==> config.mk <==
export PLATFORM = sky130hd
export DESIGN_NAME = phs_port
export DESIGN_NICKNAME = d
export VERILOG_FILES = /design/src/rtl/phs_pkg.sv /design/src/rtl/phs_fifo.sv /design/src/rtl/phs_port.sv
export VERILOG_INCLUDE_DIRS = /design/src /design/src/rtl
export SDC_FILE = /design/constraint.sdc
export NUM_CORES = 1
export LEC_CHECK = 0
export ABC_AREA = 1
export ABC_CLOCK_PERIOD_IN_PS = 3300
export BUFFER_PORTS_ARGS = -buffer_cell sky130_fd_sc_hd__buf_2
export CAP_MARGIN = 25
export CORE_ASPECT_RATIO = 0.75
export CORE_MARGIN = 5
export CORE_UTILIZATION = 37
export DETAILED_ROUTE_END_ITERATION = 6
export PLACE_DENSITY = 0.62
export RECOVER_POWER = 25
export SYNTH_ARGS = -nofsm -noshare
export SYNTH_HDL_FRONTEND = slang
export SYNTH_SLANG_ARGS = --single-unit
==> constraint.sdc <==
create_clock -name clk_sys -period 3.3 [get_ports clk_sys]
set_input_delay 0.165 -clock clk_sys [delete_from_list [all_inputs] [get_ports clk_sys]]
set_output_delay 0.165 -clock clk_sys [all_outputs]
set_load 0.03 [all_outputs]
==> src/rtl/phs_regs.svh <==
// constants and functional notes for the parallel handshake port
// Functional notes
// - separate 16-bit input and output data buses, 32 lines in all.
// - port drives transfer request and uses it to start every transfer.
// - direction line high for input transfers, low for output, fixed polarity.
// - external request reported only when enabled; its level always readable.
// - two host-driven aux outputs and two peripheral-driven aux inputs.
// - data low-true by default; input and output high-true selectable separately.
// - request and acknowledge polarities each selectable.
// - full and pulse handshake modes chosen by static setting.
// - direction is set before the transfer request is asserted.
// - output data stays stable while request is set; peripheral samples then.
// - input bus latched on chosen acknowledge edge; peripheral holds data.
// - optional one-time ok check before first handshake; not-ok gives error 172.
// - interface reset pulses peripheral reset low at least 15 us.
// - interface reset clears the transfer request.
// - with clear option, reset zeroes output data; otherwise data unchanged.
// - interface reset clears the interrupt enable.
// - reset leaves aux outputs and direction line unchanged.
// - interrupts presented at one priority level, 3 through 6.
// - pulse mode: acknowledge pulse clears request and completes transfer.
// - full mode: done when request clear and acknowledge back ready.
// - mask bit 1 enables ready interrupt, bit 0 external request interrupt.
// - after one interrupt is logged, further ones blocked until re-enabled.
`ifndef PHS_REGS_SVH
`define PHS_REGS_SVH
`define PHS_DATA_W 16
`define PHS_FIFO_DEPTH 8
`define PHS_ERR_NOT_OK 8'hAC
`define PHS_MASK_EXT 0
`define PHS_MASK_RDY 1
`define PHS_RST_PULSE_NS 15000
`define PHS_CLK_NS 5
`define PHS_RST_CYCLES ((`PHS_RST_PULSE_NS + `PHS_CLK_NS - 1) / `PHS_CLK_NS)
`define PHS_PRIO_MIN 3'h3
`define PHS_PRIO_MAX 3'h6
`endif

==> src/rtl/phs_pkg.sv <==
// types for the parallel handshake port
`default_nettype none
package phs_pkg;
  typedef enum logic [2:0] {
    st_idle,
    st_check,
    st_dir,
    st_req,
    st_release,
    st_wait_ready
  } phs_state_type;
endpackage
`default_nettype wire

==> src/rtl/phs_fifo.sv <==
// parameterised first-in first-out buffer with valid/ready on both sides
`include "phs_regs.svh"
`default_nettype none
module phs_fifo #(
  parameter int WIDTH = 16,
  parameter int DEPTH = 8
) (
  // clock and reset
  input wire logic clk_sys,
  input wire logic rstn,
  input wire logic flush,
  // filling side
  input wire logic in_valid,
  output logic in_ready,
  input wire logic [WIDTH-1:0] in_data,
  // draining side
  output logic out_valid,
  input wire logic out_ready,
  output logic [WIDTH-1:0] out_data
);
  localparam int AW = $clog2(DEPTH);
  typedef struct packed {
    logic [AW-1:0] wp;
    logic [AW-1:0] rp;
    logic [AW:0] cnt;
  } phs_fifo_state_type;
  phs_fifo_state_type st, next_st;
  logic [WIDTH-1:0] mem [DEPTH];
  logic do_wr, do_rd;

  // handshake terms
  assign in_ready = (st.cnt != (AW+1)'(DEPTH));
  assign out_valid = (st.cnt != '0);
  assign out_data = mem[st.rp];
  assign do_wr = in_valid && in_ready;
  assign do_rd = out_valid && out_ready;

  // pointer and count update
  always_comb begin
    next_st = st;
    if (do_wr) next_st.wp = AW'(st.wp + 1'b1);
    if (do_rd) next_st.rp = AW'(st.rp + 1'b1);
    if (do_wr && !do_rd) next_st.cnt = st.cnt + 1'b1;
    else if (do_rd && !do_wr) next_st.cnt = st.cnt - 1'b1;
    if (flush) next_st = '0;
  end

  // state register
  always_ff @(posedge clk_sys) begin
    if (!rstn) st <= '0;
    else st <= next_st;
  end

  // storage array
  always_ff @(posedge clk_sys) begin
    if (do_wr) mem[st.wp] <= in_data;
  end
endmodule
`default_nettype wire

==> src/rtl/phs_port.sv <==
// parallel handshake port: direction, request, acknowledge, data and reset logic
`include "phs_regs.svh"
`default_nettype none
module phs_port (
  // clock and reset
  input wire logic clk_sys,
  input wire logic rstn,
  // static configuration
  input wire logic handshake_mode_select,
  input wire logic cfg_din_high_true,
  input wire logic cfg_dout_high_true,
  input wire logic cfg_req_high_true,
  input wire logic cfg_ack_high_true,
  input wire logic cfg_capture_rising,
  input wire logic cfg_status_check,
  input wire logic cfg_status_high_ok,
  input wire logic cfg_dout_clear,
  input wire logic [2:0] cfg_irq_level,
  // host control
  input wire logic host_reset_write,
  input wire logic [7:0] host_reset_value,
  input wire logic [1:0] host_aux_set,
  input wire logic host_aux_write,
  input wire logic [1:0] host_irq_mask,
  input wire logic host_irq_enable_write,
  input wire logic host_read_start,
  // host output words
  input wire logic out_word_valid,
  output logic out_word_ready,
  input wire logic [`PHS_DATA_W-1:0] out_word_data,
  // host input words
  output logic in_word_valid,
  input wire logic in_word_ready,
  output logic [`PHS_DATA_W-1:0] in_word_data,
  // host status
  output logic busy,
  output logic error_flag,
  output logic [7:0] error_code,
  output logic external_request_level,
  output logic [1:0] periph_aux_level,
  output logic irq,
  output logic [2:0] irq_level,
  output logic [1:0] irq_cause,
  // peripheral pins
  input wire logic [`PHS_DATA_W-1:0] input_data_bus,
  output logic [`PHS_DATA_W-1:0] output_data_bus,
  output logic transfer_request_line,
  input wire logic peripheral_ack_line,
  output logic direction_line,
  input wire logic external_request_line,
  output logic host_aux_out_a,
  output logic host_aux_out_b,
  input wire logic periph_aux_in_a,
  input wire logic periph_aux_in_b,
  input wire logic peripheral_ok_line,
  output logic periph_reset_n
);
  localparam logic [13:0] RST_CNT = 14'(`PHS_RST_CYCLES);

  typedef struct packed {
    phs_pkg::phs_state_type fsm;
    logic req;
    logic dir;
    logic is_input;
    logic ack_prev;
    logic checked;
    logic [`PHS_DATA_W-1:0] dout;
    logic [`PHS_DATA_W-1:0] cap;
    logic cap_valid;
    logic [1:0] aux;
    logic [1:0] mask;
    logic ien;
    logic [1:0] cause;
    logic err;
    logic [13:0] rst_cnt;
  } phs_port_state_type;

  phs_port_state_type st, next_st;
  logic ack_set, ack_rise, ack_fall, cap_edge, ok_now, ifc_reset;
  logic start_ok, check_due;
  logic fifo_valid, fifo_pop, rdy_event, ext_event;
  logic [`PHS_DATA_W-1:0] fifo_data;

  // output words wait in the fifo; the handshake engine drains them
  phs_fifo #(
    .WIDTH(`PHS_DATA_W),
    .DEPTH(`PHS_FIFO_DEPTH)
  ) u_fifo (
    .clk_sys(clk_sys),
    .rstn(rstn),
    .flush(1'b0),
    .in_valid(out_word_valid),
    .in_ready(out_word_ready),
    .in_data(out_word_data),
    .out_valid(fifo_valid),
    .out_ready(fifo_pop),
    .out_data(fifo_data)
  );

  // acknowledge decoding with selectable polarity
  assign ack_set = peripheral_ack_line ~^ cfg_ack_high_true;
  assign ack_rise = peripheral_ack_line && !st.ack_prev;
  assign ack_fall = !peripheral_ack_line && st.ack_prev;
  assign cap_edge = cfg_capture_rising ? ack_rise : ack_fall;
  assign ok_now = peripheral_ok_line ~^ cfg_status_high_ok;
  assign ifc_reset = host_reset_write && (host_reset_value != 8'h00);
  // no transfer starts during the reset pulse or after a failed ok check
  assign start_ok = (st.rst_cnt == 14'h0000) && !st.err && !ifc_reset;
  assign check_due = cfg_status_check && !st.checked;
  // a word leaves the fifo only once its transfer is sure to run; output words go first
  assign fifo_pop = fifo_valid && !ifc_reset && (((st.fsm == phs_pkg::st_idle) && start_ok && !check_due)
    || ((st.fsm == phs_pkg::st_check) && ok_now && !st.is_input));
  assign ext_event = !external_request_line;
  assign rdy_event = (st.fsm == phs_pkg::st_idle);

  // next state
  always_comb begin
    next_st = st;
    next_st.ack_prev = peripheral_ack_line;
    if (st.rst_cnt != 14'h0000) next_st.rst_cnt = st.rst_cnt - 14'h0001;
    if (host_aux_write) next_st.aux = host_aux_set;
    if (host_irq_enable_write) begin
      next_st.mask = host_irq_mask;
      next_st.ien = 1'b1;
      next_st.cause = 2'b00;
    end
    if (in_word_valid && in_word_ready) next_st.cap_valid = 1'b0;
    // capture on the chosen acknowledge edge, whether it leads or trails the acknowledge
    if (st.is_input && cap_edge && ((st.fsm == phs_pkg::st_req) || (st.fsm == phs_pkg::st_wait_ready))) begin
      next_st.cap = cfg_din_high_true ? input_data_bus : ~input_data_bus;
      next_st.cap_valid = 1'b1;
    end
    unique case (st.fsm)
      phs_pkg::st_idle: begin
        if (start_ok && (fifo_valid || host_read_start)) begin
          next_st.is_input = !fifo_valid; // output words take priority
          if (check_due) next_st.fsm = phs_pkg::st_check;
          else next_st.fsm = phs_pkg::st_dir;
        end
      end
      phs_pkg::st_check: begin
        if (ok_now) begin
          next_st.checked = 1'b1;
          next_st.fsm = phs_pkg::st_dir;
        end else begin
          next_st.err = 1'b1;
          next_st.fsm = phs_pkg::st_idle;
        end
      end
      phs_pkg::st_dir: begin
        next_st.dir = st.is_input;
        if (st.dir == st.is_input) begin
          next_st.req = 1'b1;
          next_st.fsm = phs_pkg::st_req;
        end
      end
      phs_pkg::st_req: begin
        // full: ack set ends the request; pulse: the capture edge for input, ack set for output
        if (handshake_mode_select ? ack_set : (st.is_input ? cap_edge : ack_set)) begin
          next_st.req = 1'b0;
          next_st.fsm = handshake_mode_select ? phs_pkg::st_wait_ready : phs_pkg::st_release;
        end
      end
      phs_pkg::st_wait_ready: begin
        if (!ack_set) next_st.fsm = phs_pkg::st_release;
      end
      phs_pkg::st_release: begin
        next_st.fsm = phs_pkg::st_idle;
      end
      default: next_st.fsm = phs_pkg::st_idle;
    endcase
    // the popped word drives the data lines until the next one
    if (fifo_pop) next_st.dout = fifo_data;
    // interrupt logging blocks later ones until re-enabled
    if (st.ien) begin
      if (st.mask[`PHS_MASK_RDY] && rdy_event) next_st.cause[`PHS_MASK_RDY] = 1'b1;
      if (st.mask[`PHS_MASK_EXT] && ext_event) next_st.cause[`PHS_MASK_EXT] = 1'b1;
      if ((st.mask[`PHS_MASK_RDY] && rdy_event) || (st.mask[`PHS_MASK_EXT] && ext_event))
        next_st.ien = 1'b0;
    end
    // interface reset; aux and direction kept
    if (ifc_reset) begin
      next_st.fsm = phs_pkg::st_idle;
      next_st.req = 1'b0;
      next_st.ien = 1'b0;
      next_st.err = 1'b0;
      next_st.checked = 1'b0;
      next_st.rst_cnt = RST_CNT;
      if (cfg_dout_clear) next_st.dout = '0;
      next_st.dir = st.dir;
      next_st.aux = st.aux;
    end
  end

  // state register; power-on acts as an interface reset
  always_ff @(posedge clk_sys) begin
    if (!rstn) begin
      st <= '0;
      st.rst_cnt <= RST_CNT;
    end else begin
      st <= next_st;
    end
  end

  // pin drive
  assign output_data_bus = cfg_dout_high_true ? st.dout : ~st.dout;
  assign transfer_request_line = st.req ~^ cfg_req_high_true;
  assign direction_line = st.dir;
  assign host_aux_out_a = st.aux[0];
  assign host_aux_out_b = st.aux[1];
  assign periph_reset_n = (st.rst_cnt == 14'h0000);

  // host side status
  assign in_word_valid = st.cap_valid;
  assign in_word_data = st.cap;
  assign busy = (st.fsm != phs_pkg::st_idle);
  assign error_flag = st.err;
  assign error_code = st.err ? `PHS_ERR_NOT_OK : 8'h00;
  assign external_request_level = external_request_line;
  assign periph_aux_level = {periph_aux_in_b, periph_aux_in_a};
  assign irq = |st.cause;
  assign irq_cause = st.cause;
  assign irq_level = (cfg_irq_level < `PHS_PRIO_MIN) ? `PHS_PRIO_MIN :
    (cfg_irq_level > `PHS_PRIO_MAX) ? `PHS_PRIO_MAX : cfg_irq_level;
endmodule
`default_nettype wire

# ---- Yosys cells after proc, flatten, opt, wreduce, memory -nomap -nowiden
# Memories as Yosys holds them, arrays and structs flattened. A register that Yosys moved wholly into a read port is not among the register bits.
# Index checks and enable logic that the tools add are counted.
dict set report totals {
  regBits 73
  ramBits 128
  wordCells 132
  memories 1
  input_bits 69
  output_inout_bits 58
}
dict set report classes {
  n_bitwise 8
  n_lt_le_gt_ge 2
  eq_ne 10
  reduce_logical 55
  n_mux 33
  addsub 5
}
# name words word_bits rd rd_ports_with_merged_regs wr line_no
set mem_list {}
lappend mem_list {u_fifo.mem 8 16 1 1 1 phs_fifo.sv:28} ;# logic [WIDTH-1:0] mem [DEPTH];
# op n
set op_table {}
lappend op_table {{$mux 16} 5}
lappend op_table {{$not 16->16} 2}
lappend op_table {{$mux 3} 8}
lappend op_table {{$logic_and 1x1->1} 22}
lappend op_table {{$mux 4} 4}
lappend op_table {{$pmux 3 s5} 1}
lappend op_table {{$logic_not 14->1} 1}
lappend op_table {{$reduce_bool 14->1} 1}
lappend op_table {{$sub 14x1->14 const B} 1}
lappend op_table {{$logic_not 1->1} 11}
lappend op_table {{$mux 1} 11}
lappend op_table {{$reduce_and 2->1} 5}
lappend op_table {{$mux 8} 1}
lappend op_table {{$reduce_bool 8->1} 1}
lappend op_table {{$add 3x1->3 const B} 2}
lappend op_table {{$eq 3x2->1 const B} 2}
lappend op_table {{$reduce_bool 2->1} 3}
lappend op_table {{$add 4x1->4 const B} 1}
lappend op_table {{$logic_or 1x1->1} 4}
lappend op_table {{$mux 2} 2}
lappend op_table {{$ne 2x1->1 const B} 2}
lappend op_table {{$ne 2x2->1 const B} 2}
lappend op_table {{$ne 4x4->1 const B} 1}
lappend op_table {{$reduce_and 4->1} 1}
lappend op_table {{14 further kinds} 19}

# ---- Longest topological paths before layout
dict set report logic_depth {
  depth_word 12
  ltp_mapped 20
}

# ---- Hierarchy
# Synthesis repeated with hierarchy kept, for this count alone.
dict set report hier_totals {
  hier_cells 955
  area_unflattened_um2 9203.8
}
# mod seq_area_each_um2 cells_each n_inst area_each_um2
set by_module_without_submodules {}
lappend by_module_without_submodules {phs_fifo 4103.9 490 1 5731.7}
lappend by_module_without_submodules {phs_port 1261.2 465 1 3472.1}

# ---- Worst setup path after synthesis
# OpenSTA, ideal clock, no wires.
dict set report synth_timing {
  path_type {register to register}
  from {register st[0] in the netlist's numbering}
  to {register u_fifo.st[3] in the netlist's numbering}
  period_less_slack_ps 2732
  t_arrival_ps 2613
  slack_ps 568
  n_path_buf 1
  required_ps 3181
  path_stages_with_launch 20
  setup_ps 119
  cell_sequence {dfxtp_1 inv_1 ha_1 nand4_2 nor2_4 nand4_2 nand2_4 nand2_4 buf_2 ha_1 inv_1 ha_1 nand2_1 nand2_1 a21oi_1 nor2_1 nor2_1 nand2_1 o21ai_0 a21oi_1}
}
dict set report synth_via {
  elab_chain_cells 11
  elab_cells_between_ends 13
  cone_classes {1 x mux; 12 x reduce/logical}
}
# element line_no
set synth_rtl {}
lappend synth_rtl {{start, declared} phs_port.sv:78} ;# phs_port_state_type st, next_st;
lappend synth_rtl {{start signal, assigned} phs_port.sv:201} ;# st <= next_st;
lappend synth_rtl {{$logic_not 14->1 (*)} -}
lappend synth_rtl {{via periph_reset_n} phs_port.sv:56} ;# output logic periph_reset_n
lappend synth_rtl {{$logic_and 1x1->1 (*) (2 in series)} phs_port.sv:108} ;# assign start_ok = (st.rst_cnt == 14'h0000) && !st.err && !ifc_reset;
lappend synth_rtl {{$logic_and 1x1->1 (*) (2 in series)} phs_port.sv:111} ;# assign fifo_pop = fifo_valid && !ifc_reset && (((st.fsm == phs_pkg::st_idle) && start_ok && !check_due)
lappend synth_rtl {{$logic_or 1x1->1 (*)} phs_port.sv:112} ;# || ((st.fsm == phs_pkg::st_check) && ok_now && !st.is_input));
lappend synth_rtl {{$logic_and 1x1->1 (*)} phs_port.sv:111}
lappend synth_rtl {{$logic_and 1x1->1 (*)} phs_fifo.sv:36} ;# assign do_rd = out_valid && out_ready;
lappend synth_rtl {{$logic_not 1->1} phs_fifo.sv:43} ;# if (do_wr && !do_rd) next_st.cnt = st.cnt + 1'b1;
lappend synth_rtl {{$logic_and 1x1->1} phs_fifo.sv:43}
lappend synth_rtl {{$mux 4 / $reduce_bool 2->1 (equally long branches)} -}
lappend synth_rtl {{end signal, assigned} phs_fifo.sv:51} ;# else st <= next_st;
lappend synth_rtl {{end, declared} phs_fifo.sv:27} ;# phs_fifo_state_type st, next_st;
# Mark *: on every way through the listed nets, which the timed path passes. The rest lies on a longest branch.
# A chain may end at the register's enable or synchronous reset.

# ---- Worst setup path after layout
dict set report layout_timing {
  from {register st[0] in the netlist's numbering}
  to {register u_fifo.st[3] in the netlist's numbering}
}
dict set report layout_via {
  elab_chain_cells 11
  elab_cells_between_ends 13
  cone_classes {1 x mux; 12 x reduce/logical}
}
# element line_no
set layout_rtl {}
lappend layout_rtl {{$logic_not 14->1 (*)} phs_port.sv:108}
lappend layout_rtl {{$logic_and 1x1->1 (*) (2 in series)} phs_port.sv:108}
lappend layout_rtl {{$logic_and 1x1->1 (*) (2 in series)} phs_port.sv:111}
lappend layout_rtl {{$logic_or 1x1->1 (*)} phs_port.sv:112}
lappend layout_rtl {{$logic_and 1x1->1 (*)} phs_port.sv:111}
lappend layout_rtl {{$logic_and 1x1->1 (*)} phs_fifo.sv:36}
lappend layout_rtl {{$logic_not 1->1} phs_fifo.sv:43}
lappend layout_rtl {{$logic_and 1x1->1} phs_fifo.sv:43}
lappend layout_rtl {{$mux 4 / $reduce_bool 2->1 (equally long branches)} -}
# Every way passes the cells marked *; elsewhere a longest branch is shown, timed or not.

==> flow_summary_export.csv <==
group,metric,value,unit
floorplan,dieArea,0.0275,sq mm
worst_setup_path,critPathCapture,"u_fifo.st[3]",
global_route,grt_pass1_wl,32200,microns
floorplan,die_x,190,microns
power,ir_drop,0.327,mV
yosys,ys_warn_count,0,
worst_setup_path,crit_arrival,3020,ps
finish,multiInputGateArea,0.00294,sq mm
finish,layout-drive-gt1-share,17.4,%
yosys,yosys.cell_types.count,41,
placed_design,numPortBuffers,118,
timing,slew-limit-headroom,47.7,%
worst_setup_path,critical-path-top-delay-family,"simple AND/OR/NAND/NOR gates",
cts,cts_made_buffers,23,
drt,wl_per_cell,14.4,microns
drt,drt_first_iter_violations,508,
floorplan,core_region_area,0.0239,sq mm
worst_setup_path,cpMaxStageDelayCell,"dfxtp_1",
worst_setup_path,reg2reg_slack,670,ps
yosys,synth_seq_cells,204,
timing,min_period_over_period,79.7,%
worst_setup_path,cp_cell_sequence,"inv_1, ha_1, nand4_2, nor2_4, nand4_2, nand2_4, nand2_4, ha_1, inv_1, ha_1, nand2_1, nand2_1, a21oi_1, nor2_1, nor2_1, nand2_1, o21ai_0, a21oi_1",
finish,layout_common_cells,"nor2_1, nand2_1, edfxtp_1",
worst_setup_path,crit_path_max_incr_delay,310,ps
yosys,synth_area_per_cell,9.81,sq um
drt,drt-pass1-iter-count,6,
cts,path_clk_slew,60,ps
cts,cts_tree,"done",
drt,ant_nets,0,
worst_setup_path,crit_required,3690,ps
timing,clock.fmax,380,MHz
finish,diodes,0,
worst_setup_path,startpoint_type,"register",
worst_setup_path,critPathBufInv,2,
timing,finalSetupTns,0,ps
drt,viasPerCell,4.64,
floorplan,rows,49,
power,leakagePower,4.33,nW
placed_design,gp_congestion,0.773,
worst_setup_path,reg2reg_from,"st[0]",
timing,worst_pin_slew,784,ps
global_route,overflow,0,
yosys,synth.cell_area,0.00896,sq mm
finish,fillers,2279,
yosys,synth_ff_type,"edfxtp_1",
worst_setup_path,path_depth,18,
cts,hold_buffers,42,
cts,clock_path_buffers,3,
drt,routed-via-count,6370,
timing,slew_violations,0,
global_route,grt.total_usage,14.4,%
floorplan,chipHeight,145,microns
floorplan,ios,127,
drt,wirelength,19800,microns
finish,syn_to_final_growth,20.3,%
worst_setup_path,reg2reg_to,"u_fifo.st[3]",
worst_setup_path,rr_worst_depth,18,
floorplan,start_util,37.5,%
global_route,grt_pass1_vias,6217,
worst_setup_path,cp-end-kind,"register",
cts,cts.htree.levels,1,
yosys,ys_seq_area_share,59.8,%
timing,setup_viol,0,
yosys,syn_inst,914,
global_route,antenna_found_initial,1,
cts,postCtsSetupBuffers,0,
worst_setup_path,cp-startpoint,"st[0]",
drt,drt_drc_violations_left,0,
cts,clkSinkCount,204,
timing,skew,9.36,ps
finish,final_common_cell,"nor2_1",
cts,clk-insertion-delay-late,500,ps
global_route,grt_max_degree,65,
run_status,status,"complete, no violations",
placed_design,dpl.hpwl,12400,microns
placed_design,dpl-instance-area,0.00967,sq mm
worst_setup_path,cp_max_fo,5,
timing,period_needed,2630,ps
finish,design_area,0.0108,sq mm
worst_setup_path,crit_type,"reg2reg",
yosys,synth_edf_count,128,
hold_path,hold_path_class,"in2reg",
cts,clock-root-buffer,"clkbuf_16",
yosys,async_reset_ff_share,0,%
power,cellPowerDensity,525,mW/mm^2
finish,seqCellArea,0.00537,sq mm
run,max_cap_viol_count,0,
timing,rsz0062_at_grt,"false",
cts,cts_resized,0,
finish,nets,1127,
timing,hold_violations,0,
==> synth_stat cells, drive strengths merged (2+ instances only) <==
cell type  instances  area share [%]
ha                 7            0.98
nor3               4            0.28
edfxtp           128              43
o211ai             2            0.17
buf               47             3.6
o21ai             68             3.9
nand2            145             6.5
xnor2             20             2.0
a21oi             42             2.4
nand4             10            0.84
nand3             15            0.95
o32ai             32             3.1
or2                4            0.28
xor2              23             2.2
dfxtp             76              17
inv               72             3.0
nor2             189             8.2
clkbuf            21            0.88
==> final cells by class <==
type | instances | share of cell area [%]
Timing Repair Buffer | 176 | 10.3
Tap cell | 306 | 3.55
Clock buffer | 30 | 5.58
Clock inverter | 11 | 0.975
Multi-Input combinational cell | 572 | 27.3
Inverter | 73 | 2.54
Sequential cell | 204 | 49.8
==> flip-flops by register name, summed over array words and instances, names as in the netlist, named ones only <==
| signal | cells |
|---|---|
| in_word_valid | 1 |
| host_aux_out_a | 1 |
| irq_cause | 2 |
| direction_line | 1 |
| host_aux_out_b | 1 |
| u_fifo.st | 10 |
| st | 40 |
| u_fifo.mem | 128 |
| error_flag | 1 |
| in_word_data | 16 |
==> per-layer routing <==
metal  share of wire [%]  wire length (microns)  track usage, %
met2                  46                   9070            23.6
met5               0.066                     13               0
met4                 1.5                    300            3.23
met1                  48                   9450            20.3
met3                 4.9                    980            2.40
==> where the power goes <==
| part | switching, mW | internal [mW] |
|---|---|---|
| clock network | 0.959 | 1.44 |
| logic | 0.281 | 0.166 |
| registers | 0.0317 | 2.79 |
==> worst min-delay path, stage by stage <==
cell and delay, ps:
buf_2 80, xor2_1 80, nand4_1 80, a21oi_1 60
==> stage by stage <==
stage	hold slack [ps]	worst slack [ps]	utilization [%]	std cells	power, mW
2_1_floorplan	258	568	-	917	3.13
3_3_place_gp	330	804	40.5	1289	3.28
3_5_place_dp	330	695	40.5	1289	3.29
4_1_cts	0.746	673	45.2	1372	5.73
5_1_grt	33.0	366	45.1	1372	5.90
6_report	4.70	671	45.1	1372	5.66
==> how the worst min path moves through the flow <==
| stage | to | startpoint | depth (start not counted) | slack [ps] |
|---|---|---|---|---|
| after floorplan | st[56] | peripheral_ack_line | 2 | 260 |
| after CTS | error_flag | peripheral_ok_line | 4 | 0.7 |
| after global placement | periph_aux_level[1] | periph_aux_in_b | 0 | 330 |
| after global routing | direction_line | host_reset_write | 3 | 30 |
| final | error_flag | peripheral_ok_line | 4 | 5 |
| after detailed placement | periph_aux_level[1] | periph_aux_in_b | 0 | 330 |
==> cells by family after synthesis <==
group / synth area share, %
adder cells (fa/ha/maj): 1.20
buffers and inverters: 7.51
AND/OR/NAND/NOR: 17.1
other: 0.0418
AO/OA/AOI/OAI: 10.1
XOR/XNOR: 4.20
flip-flops: 59.8
(Power assumes the default switching activity.)
